`config.mk`:
```
export PLATFORM = sky130hd
export DESIGN_NAME = adc_conv_ctl
export DESIGN_NICKNAME = d
export VERILOG_FILES = /design/src/adc_ctl_pkg.sv /design/src/adc_tad_div.sv /design/src/adc_port_decode.sv /design/src/adc_conv_ctl.sv
export SDC_FILE = /design/constraint.sdc
export NUM_CORES = 1
export LEC_CHECK = 0
export BUFFER_PORTS_ARGS = -buffer_cell sky130_fd_sc_hd__buf_2
export CORE_UTILIZATION = 49
export DETAILED_ROUTE_END_ITERATION = 10
export MAX_ROUTING_LAYER = met4
export PLACE_DENSITY = 0.76
export REMOVE_ABC_BUFFERS = 1
export SLEW_MARGIN = 40
export SYNTH_ARGS = -nofsm -noshare
export SYNTH_HDL_FRONTEND = slang
export SYNTH_SLANG_ARGS = --single-unit
```
`constraint.sdc`:
```
create_clock -name clk -period 2.37 [get_ports clk]
set_clock_uncertainty 0.05 [all_clocks]
set_input_delay 0.237 -clock clk [delete_from_list [all_inputs] [get_ports clk]]
set_output_delay 0.237 -clock clk [all_outputs]
set_load 0.01 [all_outputs]
```
`src/adc_ctl_pkg.sv`:
```
// package for the converter control block: register map, field layout,
// timing counts and the shared state and carrier types.
// assumes a 200 MHz system clock and a word-addressed register bus.
package adc_ctl_pkg;

   ////////////////////////////////////////////////////////////////////////
   // clock and timing
   localparam int CLK_PERIOD_NS = 5;                       // system clock period
   localparam int TAD_DIV0_CYC  = 2;                       // code 00 divide
   localparam int TAD_DIV1_CYC  = 8;                       // code 01 divide
   localparam int TAD_DIV2_CYC  = 32;                      // code 10 divide
   localparam int TAD_RC_NS     = 4000;                    // internal rc period, typical
   localparam int TAD_RC_CYC    = TAD_RC_NS / CLK_PERIOD_NS;
   localparam int CONV_TADS     = 12;                      // periods per conversion
   localparam int BIT_TICKS     = 10;                      // bit decisions
   localparam int HOLD_TADS     = 2;                       // holdoff after end or abort
   localparam int TAD_CNT_W     = 10;                      // divider counter width

   ////////////////////////////////////////////////////////////////////////
   // register word indices
   localparam logic [2:0] REG_CTRL   = 3'h0;               // converter_control_reg
   localparam logic [2:0] REG_FMT    = 3'h1;               // result_format_port_config
   localparam logic [2:0] REG_RES_HI = 3'h2;               // result_high_byte
   localparam logic [2:0] REG_RES_LO = 3'h3;               // result_low_byte
   localparam logic [2:0] REG_STATUS = 3'h4;               // done flag
   localparam logic [2:0] REG_PORT   = 3'h5;               // port pin readback

   ////////////////////////////////////////////////////////////////////////
   // field positions and masks
   localparam int CTRL_PWR  = 0;                           // converter_power_on
   localparam int CTRL_GO   = 2;                           // conversion go flag
   localparam int CTRL_CH   = 3;                           // channel_select_field lsb
   localparam int CTRL_CS   = 6;                           // conversion_clock_select lsb
   localparam int FMT_RIGHT = 7;                           // result_format_select
   localparam logic [7:0] CTRL_MASK = 8'hFD;               // bit 1 unimplemented
   localparam logic [7:0] FMT_MASK  = 8'h8F;               // bits 6..4 unimplemented
   localparam logic [7:0] CTRL_RST  = 8'h00;
   localparam logic [7:0] FMT_RST   = 8'h00;               // all pins analog
   localparam logic [7:0] RES_RST   = 8'h00;
   localparam logic [9:0] SAR_MSB   = 10'h200;             // first trial bit

   ////////////////////////////////////////////////////////////////////////
   // types
   typedef enum logic [2:0] {PH_OFF, PH_ACQ, PH_FIRST, PH_CONV, PH_HOLD} phase_type;

   // analog front-end controls
   typedef struct packed {
      logic       powered;                                 // converter biased
      logic [2:0] channel;                                 // selected input
      logic       connect;                                 // sample switch closed
      logic       vref_pos_ext;                            // pin_a3 as positive ref
      logic       vref_neg_ext;                            // pin_a2 as negative ref
      logic [9:0] trial;                                   // dac trial code
   } front_type;

   // clocks per bit_conversion_period for a select code
   function automatic int tad_cycles(input logic [1:0] sel);
      tad_cycles = (sel == 2'h0) ? TAD_DIV0_CYC :
                   (sel == 2'h1) ? TAD_DIV1_CYC :
                   (sel == 2'h2) ? TAD_DIV2_CYC : TAD_RC_CYC;
   endfunction

endpackage

```
`src/adc_tad_div.sv`:
```
// bit_conversion_period tick generator.
// assumes restart is a same-clock pulse from the control fsm.
`timescale 1ns/10ps
module adc_tad_div
   import adc_ctl_pkg::*;
#(
   parameter int RC_CYC = TAD_RC_CYC                       // rc period in clocks
) (
   // clock and reset
   input  wire logic       clk,
   input  wire logic       rst_n,
   // control
   input  wire logic       restart,
   input  wire logic [1:0] sel,
   // tick out
   output logic            tick
);

   typedef struct packed {
      logic [TAD_CNT_W-1:0] cnt;                           // clocks left in period
      logic                 tick;                          // period end pulse
   } div_state_type;

   div_state_type q, d;
   logic [TAD_CNT_W-1:0] last;                             // reload value

   ////////////////////////////////////////////////////////////////////////
   // next state
   always_comb begin
      last = (sel == 2'h3) ? TAD_CNT_W'(RC_CYC - 1)      // RULE12
                           : TAD_CNT_W'(tad_cycles(sel) - 1); // RULE10
      d = q;
      d.tick = 1'b0;
      if (restart) begin
         // the restart clock is the first clock of the new period
         d.cnt = (last == '0) ? '0 : last - 1'b1;
      end else if (q.cnt == '0) begin
         d.cnt  = last;
         d.tick = 1'b1;
      end else begin
         d.cnt = q.cnt - 1'b1;
      end
   end

   // register
   always_ff @(posedge clk or negedge rst_n) begin
      if (!rst_n) begin
         q <= '0;
      end else begin
         q <= d;
      end
   end

   assign tick = q.tick;

endmodule

```
`src/adc_port_decode.sv`:
```
// port configuration decode: which pins are digital and which references.
// assumes a static four-bit configuration code from a register.
`timescale 1ns/10ps
module adc_port_decode (
   // configuration
   input  wire logic [3:0] port_config_field,
   // decoded
   output logic [4:0]      digital,
   output logic            vref_pos_ext,
   output logic            vref_neg_ext
);

   ////////////////////////////////////////////////////////////////////////
   // pin and reference table
   always_comb begin
      unique case (port_config_field)                                   // RULE4
         4'h4, 4'h5: digital = 5'h14;                      // channels 2 and 4
         4'h6, 4'h7: digital = 5'h1F;                      // all digital
         4'hD:       digital = 5'h10;                      // channel 4
         4'hE:       digital = 5'h1E;                      // only channel 0 analog
         4'hF:       digital = 5'h12;                      // channels 1 and 4
         default:    digital = 5'h00;
      endcase
      vref_neg_ext = (port_config_field == 4'h8) || (port_config_field == 4'hB) || (port_config_field == 4'hC)
                  || (port_config_field == 4'hD) || (port_config_field == 4'hF);     // RULE3
      vref_pos_ext = vref_neg_ext || (port_config_field == 4'h1) || (port_config_field == 4'h3)
                  || (port_config_field == 4'h5) || (port_config_field == 4'hA);     // RULE3
   end

endmodule

```
`src/adc_conv_ctl.sv`:
```
// converter control: register slave, conversion sequencer, result pair.
// assumes an avalon-mm master on clk and a comparator from the analog side.
//
// Notes on behaviour
// RULE1: format 0 left-justifies, low six bits zero
// RULE2: format 1 right-justifies, high six bits zero
// RULE3: configuration code picks the reference pins
// RULE4: configuration code picks which pins are digital
// RULE5: completion loads result, clears go, sets done
// RULE6: software configures, waits acquisition, then sets go
// RULE7: software polls go or awaits interrupt
// RULE8: two periods after completion, capacitor disconnected
// RULE9: conversion lasts at least twelve periods
// RULE10: clock select gives 2, 8, 32 or rc
// RULE11: software keeps period at least 1.6 us
// RULE12: rc period typically 4 us
// RULE13: rc clock above 1 MHz only in sleep
// RULE14: selected pin converted whatever its direction
// RULE15: analog pins read as zero on port
// RULE16: clearing go aborts, result pair untouched
// RULE17: two periods after abort, then acquisition restarts
// RULE18: first segment lasts at most one period
// RULE19: software powers on before setting go
// RULE20: software waits acquisition after channel change
// RULE21: result bytes are plain read/write registers
// RULE22: reset powers off, aborts, all pins analog
// RULE23: channel field picks the sampled input
// RULE24: go ignored while converter powered off
//
// The register addresses and the Avalon-MM slave port were chosen for this implementation.
`timescale 1ns/10ps
module adc_conv_ctl
   import adc_ctl_pkg::*;
#(
   parameter int RC_CYC = TAD_RC_CYC                       // rc period in clocks
) (
   // clock and reset
   input  wire logic        clk,
   input  wire logic        rst_n,
   // avalon-mm slave
   input  wire logic [2:0]  address,
   input  wire logic        read,
   input  wire logic        write,
   input  wire logic [31:0] writedata,
   output logic [31:0]      readdata,
   output logic             waitrequest,
   // analog side
   input  wire logic        comp_hi,
   input  wire logic [4:0]  port_pins,
   output front_type        front,
   // status
   output logic             conversion_done_irq_flag
);

   ////////////////////////////////////////////////////////////////////////
   // state
   typedef struct packed {
      phase_type   phase;                                  // sequencer phase
      logic [7:0]  ctrl;                                   // control register
      logic [7:0]  fmt;                                    // format and port config
      logic [7:0]  res_hi;                                 // result high byte
      logic [7:0]  res_lo;                                 // result low byte
      logic        done;                                   // done flag
      logic [9:0]  sar;                                    // trial register
      logic [3:0]  tick_n;                                 // periods counted
      logic        resp;                                   // bus answer cycle
      logic [31:0] rdata;                                  // read data
      logic [5:0]  sync1;                                  // first sync stage
      logic [5:0]  sync2;                                  // second sync stage
      logic [15:0] conv_cyc;                               // clocks since start
      logic [15:0] hold_cyc;                               // clocks in holdoff
   } state_type;

   state_type q, d;

   logic       tick;                                       // period end
   logic       restart;                                    // divider restart
   logic [4:0] digital;                                    // digital pin mask
   logic       vpos;                                       // external positive ref
   logic       vneg;                                       // external negative ref
   logic       comp_s;                                     // synced comparator
   logic [4:0] pins_s;                                     // synced pins
   logic       sw_we;                                      // write accepted
   logic       powered;                                    // power bit
   logic       converting;                                 // first or bit phase
   logic       complete;                                   // last period ends
   logic [9:0] bitm;                                       // current trial bit
   logic [7:0] port_rd;                                    // port readback
   logic [15:0] tad_len;                                   // clocks per period

   ////////////////////////////////////////////////////////////////////////
   // submodules
   adc_tad_div #(
      .RC_CYC  (RC_CYC)
   ) u_div (
      .clk     (clk),
      .rst_n   (rst_n),
      .restart (restart),
      .sel     (q.ctrl[CTRL_CS +: 2]),
      .tick    (tick)
   );

   adc_port_decode u_dec (
      .port_config_field         (q.fmt[3:0]),
      .digital      (digital),
      .vref_pos_ext (vpos),
      .vref_neg_ext (vneg)
   );

   ////////////////////////////////////////////////////////////////////////
   // helpers
   assign comp_s     = q.sync2[5];
   assign pins_s     = q.sync2[4:0];
   assign sw_we      = write && q.resp;
   assign powered    = q.ctrl[CTRL_PWR];
   assign converting = (q.phase == PH_FIRST) || (q.phase == PH_CONV);
   assign complete   = (q.phase == PH_CONV) && tick && (q.tick_n == 4'(BIT_TICKS));
   assign bitm       = SAR_MSB >> q.tick_n;
   assign port_rd    = {3'h0, pins_s & digital};           // RULE15
   // period length as the divider reloads it, rc included
   assign tad_len    = (q.ctrl[CTRL_CS +: 2] == 2'h3) ? 16'(RC_CYC)
                     : 16'(tad_cycles(q.ctrl[CTRL_CS +: 2]));

   ////////////////////////////////////////////////////////////////////////
   // next state: bus, registers, sequencer
   always_comb begin
      d         = q;
      restart   = 1'b0;
      d.sync1   = {comp_hi, port_pins};
      d.sync2   = q.sync1;
      d.resp    = (read || write) && !q.resp;
      d.conv_cyc = converting ? q.conv_cyc + 1'b1 : '0;
      d.hold_cyc = (q.phase == PH_HOLD) ? q.hold_cyc + 1'b1 : '0;

      // read mux, sampled in the request cycle
      if (read && !q.resp) begin
         unique case (address)
            REG_CTRL:   d.rdata = {24'h0, q.ctrl};
            REG_FMT:    d.rdata = {24'h0, q.fmt};
            REG_RES_HI: d.rdata = {24'h0, q.res_hi};
            REG_RES_LO: d.rdata = {24'h0, q.res_lo};
            REG_STATUS: d.rdata = {31'h0, q.done};
            REG_PORT:   d.rdata = {24'h0, port_rd};
            default:    d.rdata = 32'h0000_0000;          // unmapped
         endcase
      end

      // software writes
      if (sw_we) begin
         unique case (address)
            REG_CTRL: begin
               d.ctrl = writedata[7:0] & CTRL_MASK;
               if (converting) begin
                  d.ctrl[CTRL_GO] = writedata[CTRL_GO];    // 0 here aborts
               end else begin
                  d.ctrl[CTRL_GO] = writedata[CTRL_GO] && powered
                                 && writedata[CTRL_PWR]
                                 && (q.phase == PH_ACQ);   // RULE24
               end
            end
            REG_FMT:    d.fmt    = writedata[7:0] & FMT_MASK;
            REG_RES_HI: d.res_hi = writedata[7:0];         // RULE21
            REG_RES_LO: d.res_lo = writedata[7:0];         // RULE21
            REG_STATUS: d.done   = q.done && writedata[0]; // write 0 clears
            default: ;
         endcase
      end

      // sequencer
      unique case (q.phase)
         PH_OFF: begin
            if (powered) begin
               d.phase = PH_ACQ;
            end
         end
         PH_ACQ: begin
            if (d.ctrl[CTRL_GO]) begin                     // start taken
               d.phase = PH_FIRST;
               restart = 1'b1;                             // RULE18
            end
         end
         PH_FIRST: begin
            if (tick) begin                                // RULE18
               d.phase  = PH_CONV;
               d.tick_n = '0;
               d.sar    = SAR_MSB;
            end
         end
         PH_CONV: begin
            if (complete) begin                            // RULE9
               d.ctrl[CTRL_GO] = 1'b0;                     // RULE5
               d.done          = 1'b1;                     // RULE5
               if (q.fmt[FMT_RIGHT]) begin
                  d.res_hi = {6'h00, q.sar[9:8]};          // RULE2
                  d.res_lo = q.sar[7:0];                   // RULE2
               end else begin
                  d.res_hi = q.sar[9:2];                   // RULE1
                  d.res_lo = {q.sar[1:0], 6'h00};          // RULE1
               end
               d.phase  = PH_HOLD;                         // RULE8
               d.tick_n = '0;
               restart  = 1'b1;
            end else if (tick) begin
               // keep the trial bit when the input is at or above the trial level
               d.sar    = (comp_s ? q.sar : (q.sar & ~bitm)) | (bitm >> 1); // RULE14
               d.tick_n = q.tick_n + 1'b1;
            end
         end
         PH_HOLD: begin
            if (tick) begin
               d.tick_n = q.tick_n + 1'b1;
               if (q.tick_n == 4'(HOLD_TADS - 1)) begin   // RULE8
                  d.phase = PH_ACQ;                        // RULE17
               end
            end
         end
         default: d.phase = PH_OFF;
      endcase

      // go cleared by software mid-conversion: drop the partial result
      if (converting && !d.ctrl[CTRL_GO] && !complete) begin // RULE16
         d.phase  = PH_HOLD;                               // RULE17
         d.tick_n = '0;
         restart  = 1'b1;
      end

      // power off overrides the phase and the go bit
      if (!d.ctrl[CTRL_PWR]) begin                         // RULE24
         d.phase         = PH_OFF;
         d.ctrl[CTRL_GO] = 1'b0;
      end
   end

   ////////////////////////////////////////////////////////////////////////
   // register the state
   always_ff @(posedge clk or negedge rst_n) begin
      if (!rst_n) begin
         q        <= '0;                                   // RULE22
         q.phase  <= PH_OFF;                               // RULE22
         q.ctrl   <= CTRL_RST;                             // RULE22
         q.fmt    <= FMT_RST;                              // RULE22
         q.res_hi <= RES_RST;
         q.res_lo <= RES_RST;
      end else begin
         q <= d;
      end
   end

   ////////////////////////////////////////////////////////////////////////
   // outputs
   assign waitrequest              = (read || write) && !q.resp;
   assign readdata                 = q.rdata;
   assign conversion_done_irq_flag = q.done;

   always_comb begin
      front.powered      = powered;
      front.channel      = q.ctrl[CTRL_CH +: 3];           // RULE23
      front.connect      = (q.phase == PH_ACQ);            // RULE8
      front.vref_pos_ext = vpos;
      front.vref_neg_ext = vneg;
      front.trial        = q.sar;
   end
endmodule

```
==> results of run 1 <==
## metal layers
metal / track usage, % / share of wire (%) / up-vias
met4: 7.09 / 1.3 / 0
met5: - / 0 / -
met3: 3.48 / 4.5 / 10
li1: - / - / 1527
met1: 31.6 / 46 / 1621
met2: 33.7 / 48 / 98
## flip-flops by register name, summed over array words and instances, names as in the netlist
register	count
q	32
front	14
u_div.q	10
readdata	8
d	6
pins_s	5
comp_s	1
conversion_done_irq_flag	1
u_div.tick	1
## logic make-up (layout without fill, tap and decap cells)
kind of cell | after synthesis | after routing
buffers and inverters | 79 | 102
XOR/XNOR | 8 | 8
other | 1 | 24
AND/OR/NAND/NOR | 126 | 126
flip-flops | 78 | 78
AO/OA/AOI/OAI | 82 | 82
multiplexers | 46 | 46
adder cells (fa/ha/maj) | 7 | 7
## final timing paths
path	startpoint	slack, ps	end
setup / recovery	u_div.q[2]	100	u_div.q[5]
hold / removal	writedata[1]	80	q[109]
setup reg to reg	u_div.q[2]	100	u_div.q[5]
hold reg to reg	d[35]	310	pins_s[3]
max in group asynchronous	rst_n	1390	front[5]
min in group asynchronous	rst_n	300	pins_s[4]
## area by class of cell
class	count	area share (%)
flip-flops and latches	78	40.6
repair buffers	74	9.87
inverters	12	0.937
clock inverters	7	1.30
well taps	108	2.81
clock buffers	9	2.58
multi-input cells	293	41.9
## worst min-delay path, stage by stage
cell and delay (ps):
buf_2 120, nand2_1 50, o21ai_0 60
## power by group
part           total, mW  internal (mW)  switching (mW)
logic              0.689          0.335           0.354
clock network      0.959          0.404           0.555
registers           1.72           1.53           0.193
## per-stage QoR
stage	setup WS, ps	hold WS [ps]	util [%]
6_report	96.1	77.9	55.7
5_1_grt	20.9	101	55.7
4_1_cts	22.3	78.5	55.3
3_5_place_dp	-0.373	160	52.3
3_3_place_gp	104	153	52.3
2_1_floorplan	-490	-109	-
## repair_timing
action | CTS | global route
gates resized for setup | 1 | 5
hold buffers | 7 | 0
hold endpoints to repair | 39 | 0
pin swaps | 0 | 0
endpoints found under the setup margin | 4 | 5
setup buffers | 0 | 1
## placed cells by master (no fill, tap or decap), types with 11 or more instances in the layout
cell type  synthesis  layout
nand2_1           31      31
mux2_2            20      20
a22o_1            11      11
buf_2              3      46
nor2_1            28      28
conb_1             1      24
o21ai_0           32      32
nand2b_1          12      12
dfrtp_1           78      78
buf_4             48      19
nand3_1           11      11
inv_1             12      12
mux2i_1           22      22
==> run summary, run 1 <==
The startpoint class of the critical path is a flip-flop. The final count of pins violating max slew was 0. Total power for the finished layout comes to 3.37 mW. The average footprint of a synthesized cell is 10.2 um^2. The final wirelength came out at 9510 um. The last weighted congestion value of the routability-driven placer is 0.893. At the end of the flow, the number of nets in the layout was 520. The number of gates on the worst path with buffers counted is 6.

The width of the die came out at 96.2 um. The critical path goes through inv_1, ha_2, or4b_4, or3_4, or3b_4, mux2_4. Of the total synthesized cell area, the portion taken by XOR and XNOR cells is 1.61%. Global routing finished with a remaining overflow of 0. The count of H-tree levels built during CTS came out at 3.

The detail-routed net length per standard cell is 16.4 um. The root buffer selected by CTS is clkbuf_8. The filler cell count came out at 774.

On the critical path, the stage with the largest delay is an instance of or4b_4. The number of antenna violations at the first check in global routing came out at 0. The number of hold-slack violations in the final timing report came out at 0. The mapped netlist covers 0.00435 mm^2. The maximum fanout along the worst path came out at 4.

Registers take 0.00195 mm^2. The floorplan has 34 rows. The clock period minus final worst setup slack came out at 2270 ps. The total clock buffers created by CTS came out at 9. The largest buffer count on any clock path is 2. The worst ir drop on vdd came out at 0.000397 V. The number of stages on the worst hold path came out at 3.

For this run, asynchronously set or reset flops after synthesis account for 100%. Synthesis instantiated 63 different standard cells from the library. The tool flagged a number of max-cap violations equal to 0. The cell count after placement came out at 557.

The number of global-route vias before repair came out at 2993. The clock transition at the registers of the reported paths came out at 90 ps. The proportion of netlist area held by the largest area contributor is 44.9%. The run finished with clean final reports.

STA puts the critical path data arrival time at 2470 ps. The number of nets with antenna violations after routing is 0. The clock tree from TritonCTS is built.

The sink count of the clock tree is 78. Setup total negative slack on the finished layout was measured at 0 ps. The first routing iteration left 223 violations. After synthesis, the most frequently instantiated cells are dfrtp_1 (78), buf_4 (48), o21ai_0 (32). The Yosys step of the flow raised 0 warnings. The placed wire-length estimate is 6960 um. Among all flip-flop cells after synthesis, the most frequent one is dfrtp_1. By startpoint and endpoint, the worst setup path is classified as reg2reg.

Setup repair after global routing left no endpoint under its margin. The most frequent cell after synthesis is dfrtp_1. After detailed placement, the total cell area comes to 0.00452 mm^2.

The total leakage power is 2.21 nW. The count of input and output buffers came out at 47. The count of placed standard cells in the final layout, fillers left out came out at 581.

The ratio of final minimum period to clock period came out at 95.9%. The number of instances in the synthesized netlist is 427. The largest total area in the synthesized netlist belongs to dfrtp_1. For this configuration, the core starts out at a cell density of 50.4%. The detailed-route via count is 3256. Summing the areas of all fa, ha and maj instances in the mapped netlist gives 2.01% of the synthesized area. The largest net degree at the start of global routing is 46. By area, the combinational part of the netlist is dominated by simple AND/OR/NAND/NOR gates. STA classifies the critical path endpoint as a flip-flop. The area growth from synthesis to layout is 10.5%. The length of the first detailed-routing pass in iterations came out at 4. Of the total synthesized cell area, the portion taken by AND, OR, NAND and NOR gates is 15.6%. The areal power density over the cells came out at 700 mW/mm^2. The first global-routing pass estimated 15200 um of wire. The average vias per placed instance is 5.60. In the final layout, the share of cells above drive strength 1 is 24.9%.

Ranked by total cell area, the synthesized netlist is headed by dfrtp_1 (45%), buf_4 (8.3%), mux2_2 (5.2%), mux2i_1 (5.1%), o21ai_0 (3.7%). The largest stage delay on the critical path came out at 470 ps. Counting flops with a built-in enable in the synthesized netlist gives 0.

The relative slew slack came out at 58.2%. The post-synthesis compound-gate area fraction is 12.4%. The total die area came out at 0.00926 mm^2. The highest clock frequency the design can meet is 440 MHz.

The min-delay analysis places its worst path in the category in2reg. The total of flip-flops plus latches after synthesis is 78. Setup violations remaining at the end of the flow were counted as 0. The clock latency on the worst-skew pair is 360 ps. The count of antenna diodes in the layout came out at 0. The count of pins on the block boundary is 96. The count of cells along the worst register-to-register path is 6. On the critical path the largest part of the delay comes from simple AND/OR/NAND/NOR gates. After routing the design area is 0.00481 mm^2.

In the final layout, the multi-input gates occupy 0.00201 mm^2. The fraction of the yosys area taken by sequential cells came out at 44.9%. Multiplexer cells account for 12.0% of the synthesized area.

The buffer and inverter count on the worst path is 1. The total track usage came out at 22.6%. The die boundary height came out at 96.2 um.

The final routed DRC violation total is 0. The worst-margin pin slew is 618 ps. The data required time at the worst endpoint is 2570 ps. The placeable core region came out at 0.00864 mm^2.
Power figures use the tool's default switching activity.
==> inputs of run 2 (changes only) <==
--- a/config.mk
+++ b/config.mk
@@ -5,11 +5,12 @@
 export SDC_FILE = /design/constraint.sdc
 export NUM_CORES = 1
 export LEC_CHECK = 0
+export ABC_AREA = 1
 export BUFFER_PORTS_ARGS = -buffer_cell sky130_fd_sc_hd__buf_2
-export CORE_UTILIZATION = 49
+export CORE_UTILIZATION = 50
 export DETAILED_ROUTE_END_ITERATION = 10
 export MAX_ROUTING_LAYER = met4
-export PLACE_DENSITY = 0.76
+export PLACE_DENSITY = 0.77
 export REMOVE_ABC_BUFFERS = 1
 export SLEW_MARGIN = 40
 export SYNTH_ARGS = -nofsm -noshare
==> run summary, run 2 <==
The flow ran to the end, and the final reports show no timing, DRC or antenna violations. The share of flip-flops with an asynchronous set or reset came out at 100%. 0 antenna diodes ended up in the layout.

The largest total area in the synthesized netlist belongs to dfrtp_1. The starting density of the core is 52.1%. The area growth from synthesis to layout came out at 8.25%. The average instance in the mapped netlist occupies 8.26 um^2. At the worst endpoint, the required time is 2550 ps. The total setup buffers inserted after CTS is 0. After layout, the worst path uses 87.5% of the clock period.

The fraction of synthesized cell area in xor and xnor cells is 1.15%. The endpoint identified for the worst register-to-register timing path is u_div.q[3]. The combined area of the multi-input logic cells is 0.00202 mm^2. The largest stage delay on the critical path is 430 ps. The count of pins on the block boundary came out at 96. The count of input and output buffers came out at 47. The arrival time of the worst setup path came out at 2250 ps. After detailed routing, the number of remaining DRC violations is 0.

The startpoint class of the critical path is a flip-flop. The sink count of the clock tree is 78. Of the post-synthesis cell area, the dominant cell type holds 42.8%. The number of global-route vias before repair was 3571.

The reg-to-reg setup timing slack came out at 300 ps. Across all layers, the routed design uses 3812 vias. After Yosys synthesis, full adders, half adders and majority gates account for 1.92% of the synthesized area. The worst setup path is of the reg2reg kind. The cell with the largest stage delay on the worst path is dfrtp_1. The total of flip-flops plus latches after synthesis is 78. The root buffer selected by CTS is clkbuf_8. The clock period minus final worst setup slack is 2070 ps. Leaving out fill and tap cells, the most frequent cell in the layout is nand2_1. The final setup violation count is 0. The flip-flop count of the largest register, all copies and words added is 32. The detail-routed net length per standard cell came out at 14.5 um. The share of layout cells above drive strength 1 came out at 18.3%.

The worst ir drop on vdd came out at 0.000399 V. The number of instances in the synthesized netlist is 553. The last weighted congestion value of the routability-driven placer came out at 0.937. The total track usage is 23.2%. The average vias per placed instance came out at 5.42. The maximum fanout along the worst path came out at 14. Entering global routing, the biggest net connects 44 pins. The total die area is 0.00952 mm^2. The final wirelength is 10200 um. The floorplan has 34 rows.

The largest buffer count on any clock path came out at 2. By count the netlist is led by nand2_1 (111), dfrtp_1 (78), inv_1 (55). At the pin with the least slew margin, the transition time is 521 ps. The detailed router finished its first iteration with 281 violations.

The category of the worst setup path capture point is a flip-flop. The most common cell in the synthesized netlist is nand2_1. The final count of pins violating max slew is 0. The final sum of negative setup slack came out at 0 ps. Setup repair after global routing left no endpoint under its margin. In this run the static leakage power is 2.49 nW. The distinct cell type count after synthesis came out at 45.

For this run, the post-layout net count is 642. Clock-pin slew was measured on the worst setup and hold paths at 90 ps. The filler cells instantiated in the layout total 788. TritonCTS built the clock tree.

The die boundary height came out at 97.6 um. Walking the worst path, the cells encountered are inv_1, ha_1, nand4_4, nand2_4, nand2_4, nand3_4, nand3_4, o21ai_1, o21ai_0. The first TritonRoute pass finished after 5 iterations. The number of stages on the worst hold path came out at 3. The count of cells along the worst register-to-register path came out at 9. The overall overflow remaining after global route came out at 0. The number of flops mapped to enable cells by yosys came out at 0. The synthesized netlist devotes 24.9% of its cell area to simple gates. The library cells used most frequently in the layout, excluding fill and tap cells, are nand2_1 (111), dfrtp_1 (78), inv_1 (55). The number of antenna violations at the first check in global routing was 0. The worst hold path terminates at q[105].

The count of H-tree levels built during CTS is 3. The tightest min-delay check is of the in2reg type. The share of the Yosys chip area taken by registers is 42.8%.

The number of gates resized after CTS came out at 0. By area the synthesized netlist is led by dfrtp_1 (43%), nand2_1 (9.1%), buf_4 (7.9%), o21ai_0 (4.9%), inv_1 (4.5%). The number of hold-slack violations in the final timing report came out at 0. The top register by number of flip-flops is q.

The tool flagged a number of max-cap violations equal to 0. Summing all non-filler instances in the final layout gives an area of 0.00494 mm^2. The total clock buffers created by CTS came out at 9. The register cell area after layout is 0.00195 mm^2.

Detailed placement ended at an HPWL of 7470 um. Among all flip-flop cells after synthesis, the most frequent one is dfrtp_1. The worst pin sits at a relative slew slack of 65.0%. The yosys synthesis warning count is 0. The clock latency on the worst-skew pair is 350 ps. The placed cell area is 0.00466 mm^2.

In this run the power density over the cells is 909 mW/mm^2. In this run the most critical hold path is launched from writedata[5]. The placeable core region came out at 0.00876 mm^2. Summing the areas of all compound-gate instances in the mapped netlist gives 14.3% of the synthesized area. Multiplexer cells account for 0% of the synthesized area. The first global-routing pass estimated 17200 um of wire. The highest clock frequency the design can meet is 482 MHz. The area of the mapped netlist is 0.00457 mm^2.

The number of nets with antenna violations after routing came out at 0. By area, the combinational part of the netlist is dominated by simple AND/OR/NAND/NOR gates. The width of the die came out at 97.6 um. In this run the critical register-to-register path is launched from q[77].
-- run 2: cell types whose count changed in the layout (fill, tap and decap cells not counted), sizes merged, moves of 14 or more --
cell	change
nand2	+93
inv	+50
nand3	+26
mux2	-22
mux2i	-22
o21ai	+21
a21oi	+19
buf	-16
nor2	+14
-- run 2: worst max path at each step --
stage	startpoint	to	slack (ps)	cells after the start
final	q[77]	u_div.q[3]	300	9
after detailed placement	q[77]	u_div.q[3]	310	9
after global routing	q[77]	u_div.q[3]	140	9
after floorplan	q[77]	u_div.q[2]	460	8
after global placement	q[77]	u_div.q[3]	390	9
after CTS	q[77]	u_div.q[3]	300	9
-- run 2: final cells by class --
class | instances | share of cell area (%)
Clock buffer | 11 | 2.66
Clock inverter | 5 | 1.67
Inverter | 69 | 5.57
Multi-Input combinational cell | 374 | 40.8
Sequential cell | 78 | 39.5
Tap cell | 108 | 2.73
Timing Repair Buffer | 58 | 7.09
-- run 2: per-stage QoR --
step	total power, mW	setup slack, ps	hold slack (ps)	std cells	util, %
global route	4.82	142	117	703	56.4
global placement	3.34	389	182	680	53.2
detailed placement	3.41	313	179	680	53.2
floorplan	2.98	455	-109	521	-
CTS	4.51	303	101	703	56.4
finish	4.49	297	122	703	56.4
-- run 2: kinds of logic (layout without fill, tap and decap cells) --
| group | Yosys count | after routing |
|---|---|---|
| and+or+nand+nor | 225 | 225 |
| other | 1 | 24 |
| adders and majority gates | 7 | 7 |
| DFF | 78 | 78 |
| xor gates and xnor gates | 6 | 6 |
| buffers and inverters | 124 | 143 |
| AOI/OAI and AO/OA | 112 | 112 |
-- run 2: per-layer routing --
layer / vias up / part of all wire, % / routed length (um) / track usage (%)
met4: 0 / 1.8 / 182 / 7.35
li1: 1824 / - / - / -
met5: - / 0 / 0 / -
met3: 15 / 6.9 / 708 / 4.53
met2: 177 / 47 / 4820 / 35.8
met1: 1796 / 44 / 4510 / 30.8
-- run 2: power by group --
group          internal [mW]  switching, mW  total (mW)
Combinational          0.571          0.977        1.55
Sequential              1.62          0.240        1.86
Clock                  0.598          0.491        1.09
Total                   2.79           1.71        4.49
-- run 2: repair_timing --
item	in CTS	in global routing
hold endpoints to repair	41	0
hold buffers	7	0
endpoints found under the setup margin	0	0
-- run 2: worst max-delay path: cells and delay by family (launching register included) --
kind / cells / cell delay [ps]
AO/OA/AOI/OAI: 2 / 310
buffers and inverters: 1 / 120
adder cells (fa/ha/maj): 1 / 290
AND/OR/NAND/NOR: 5 / 760
flip-flops: 1 / 430
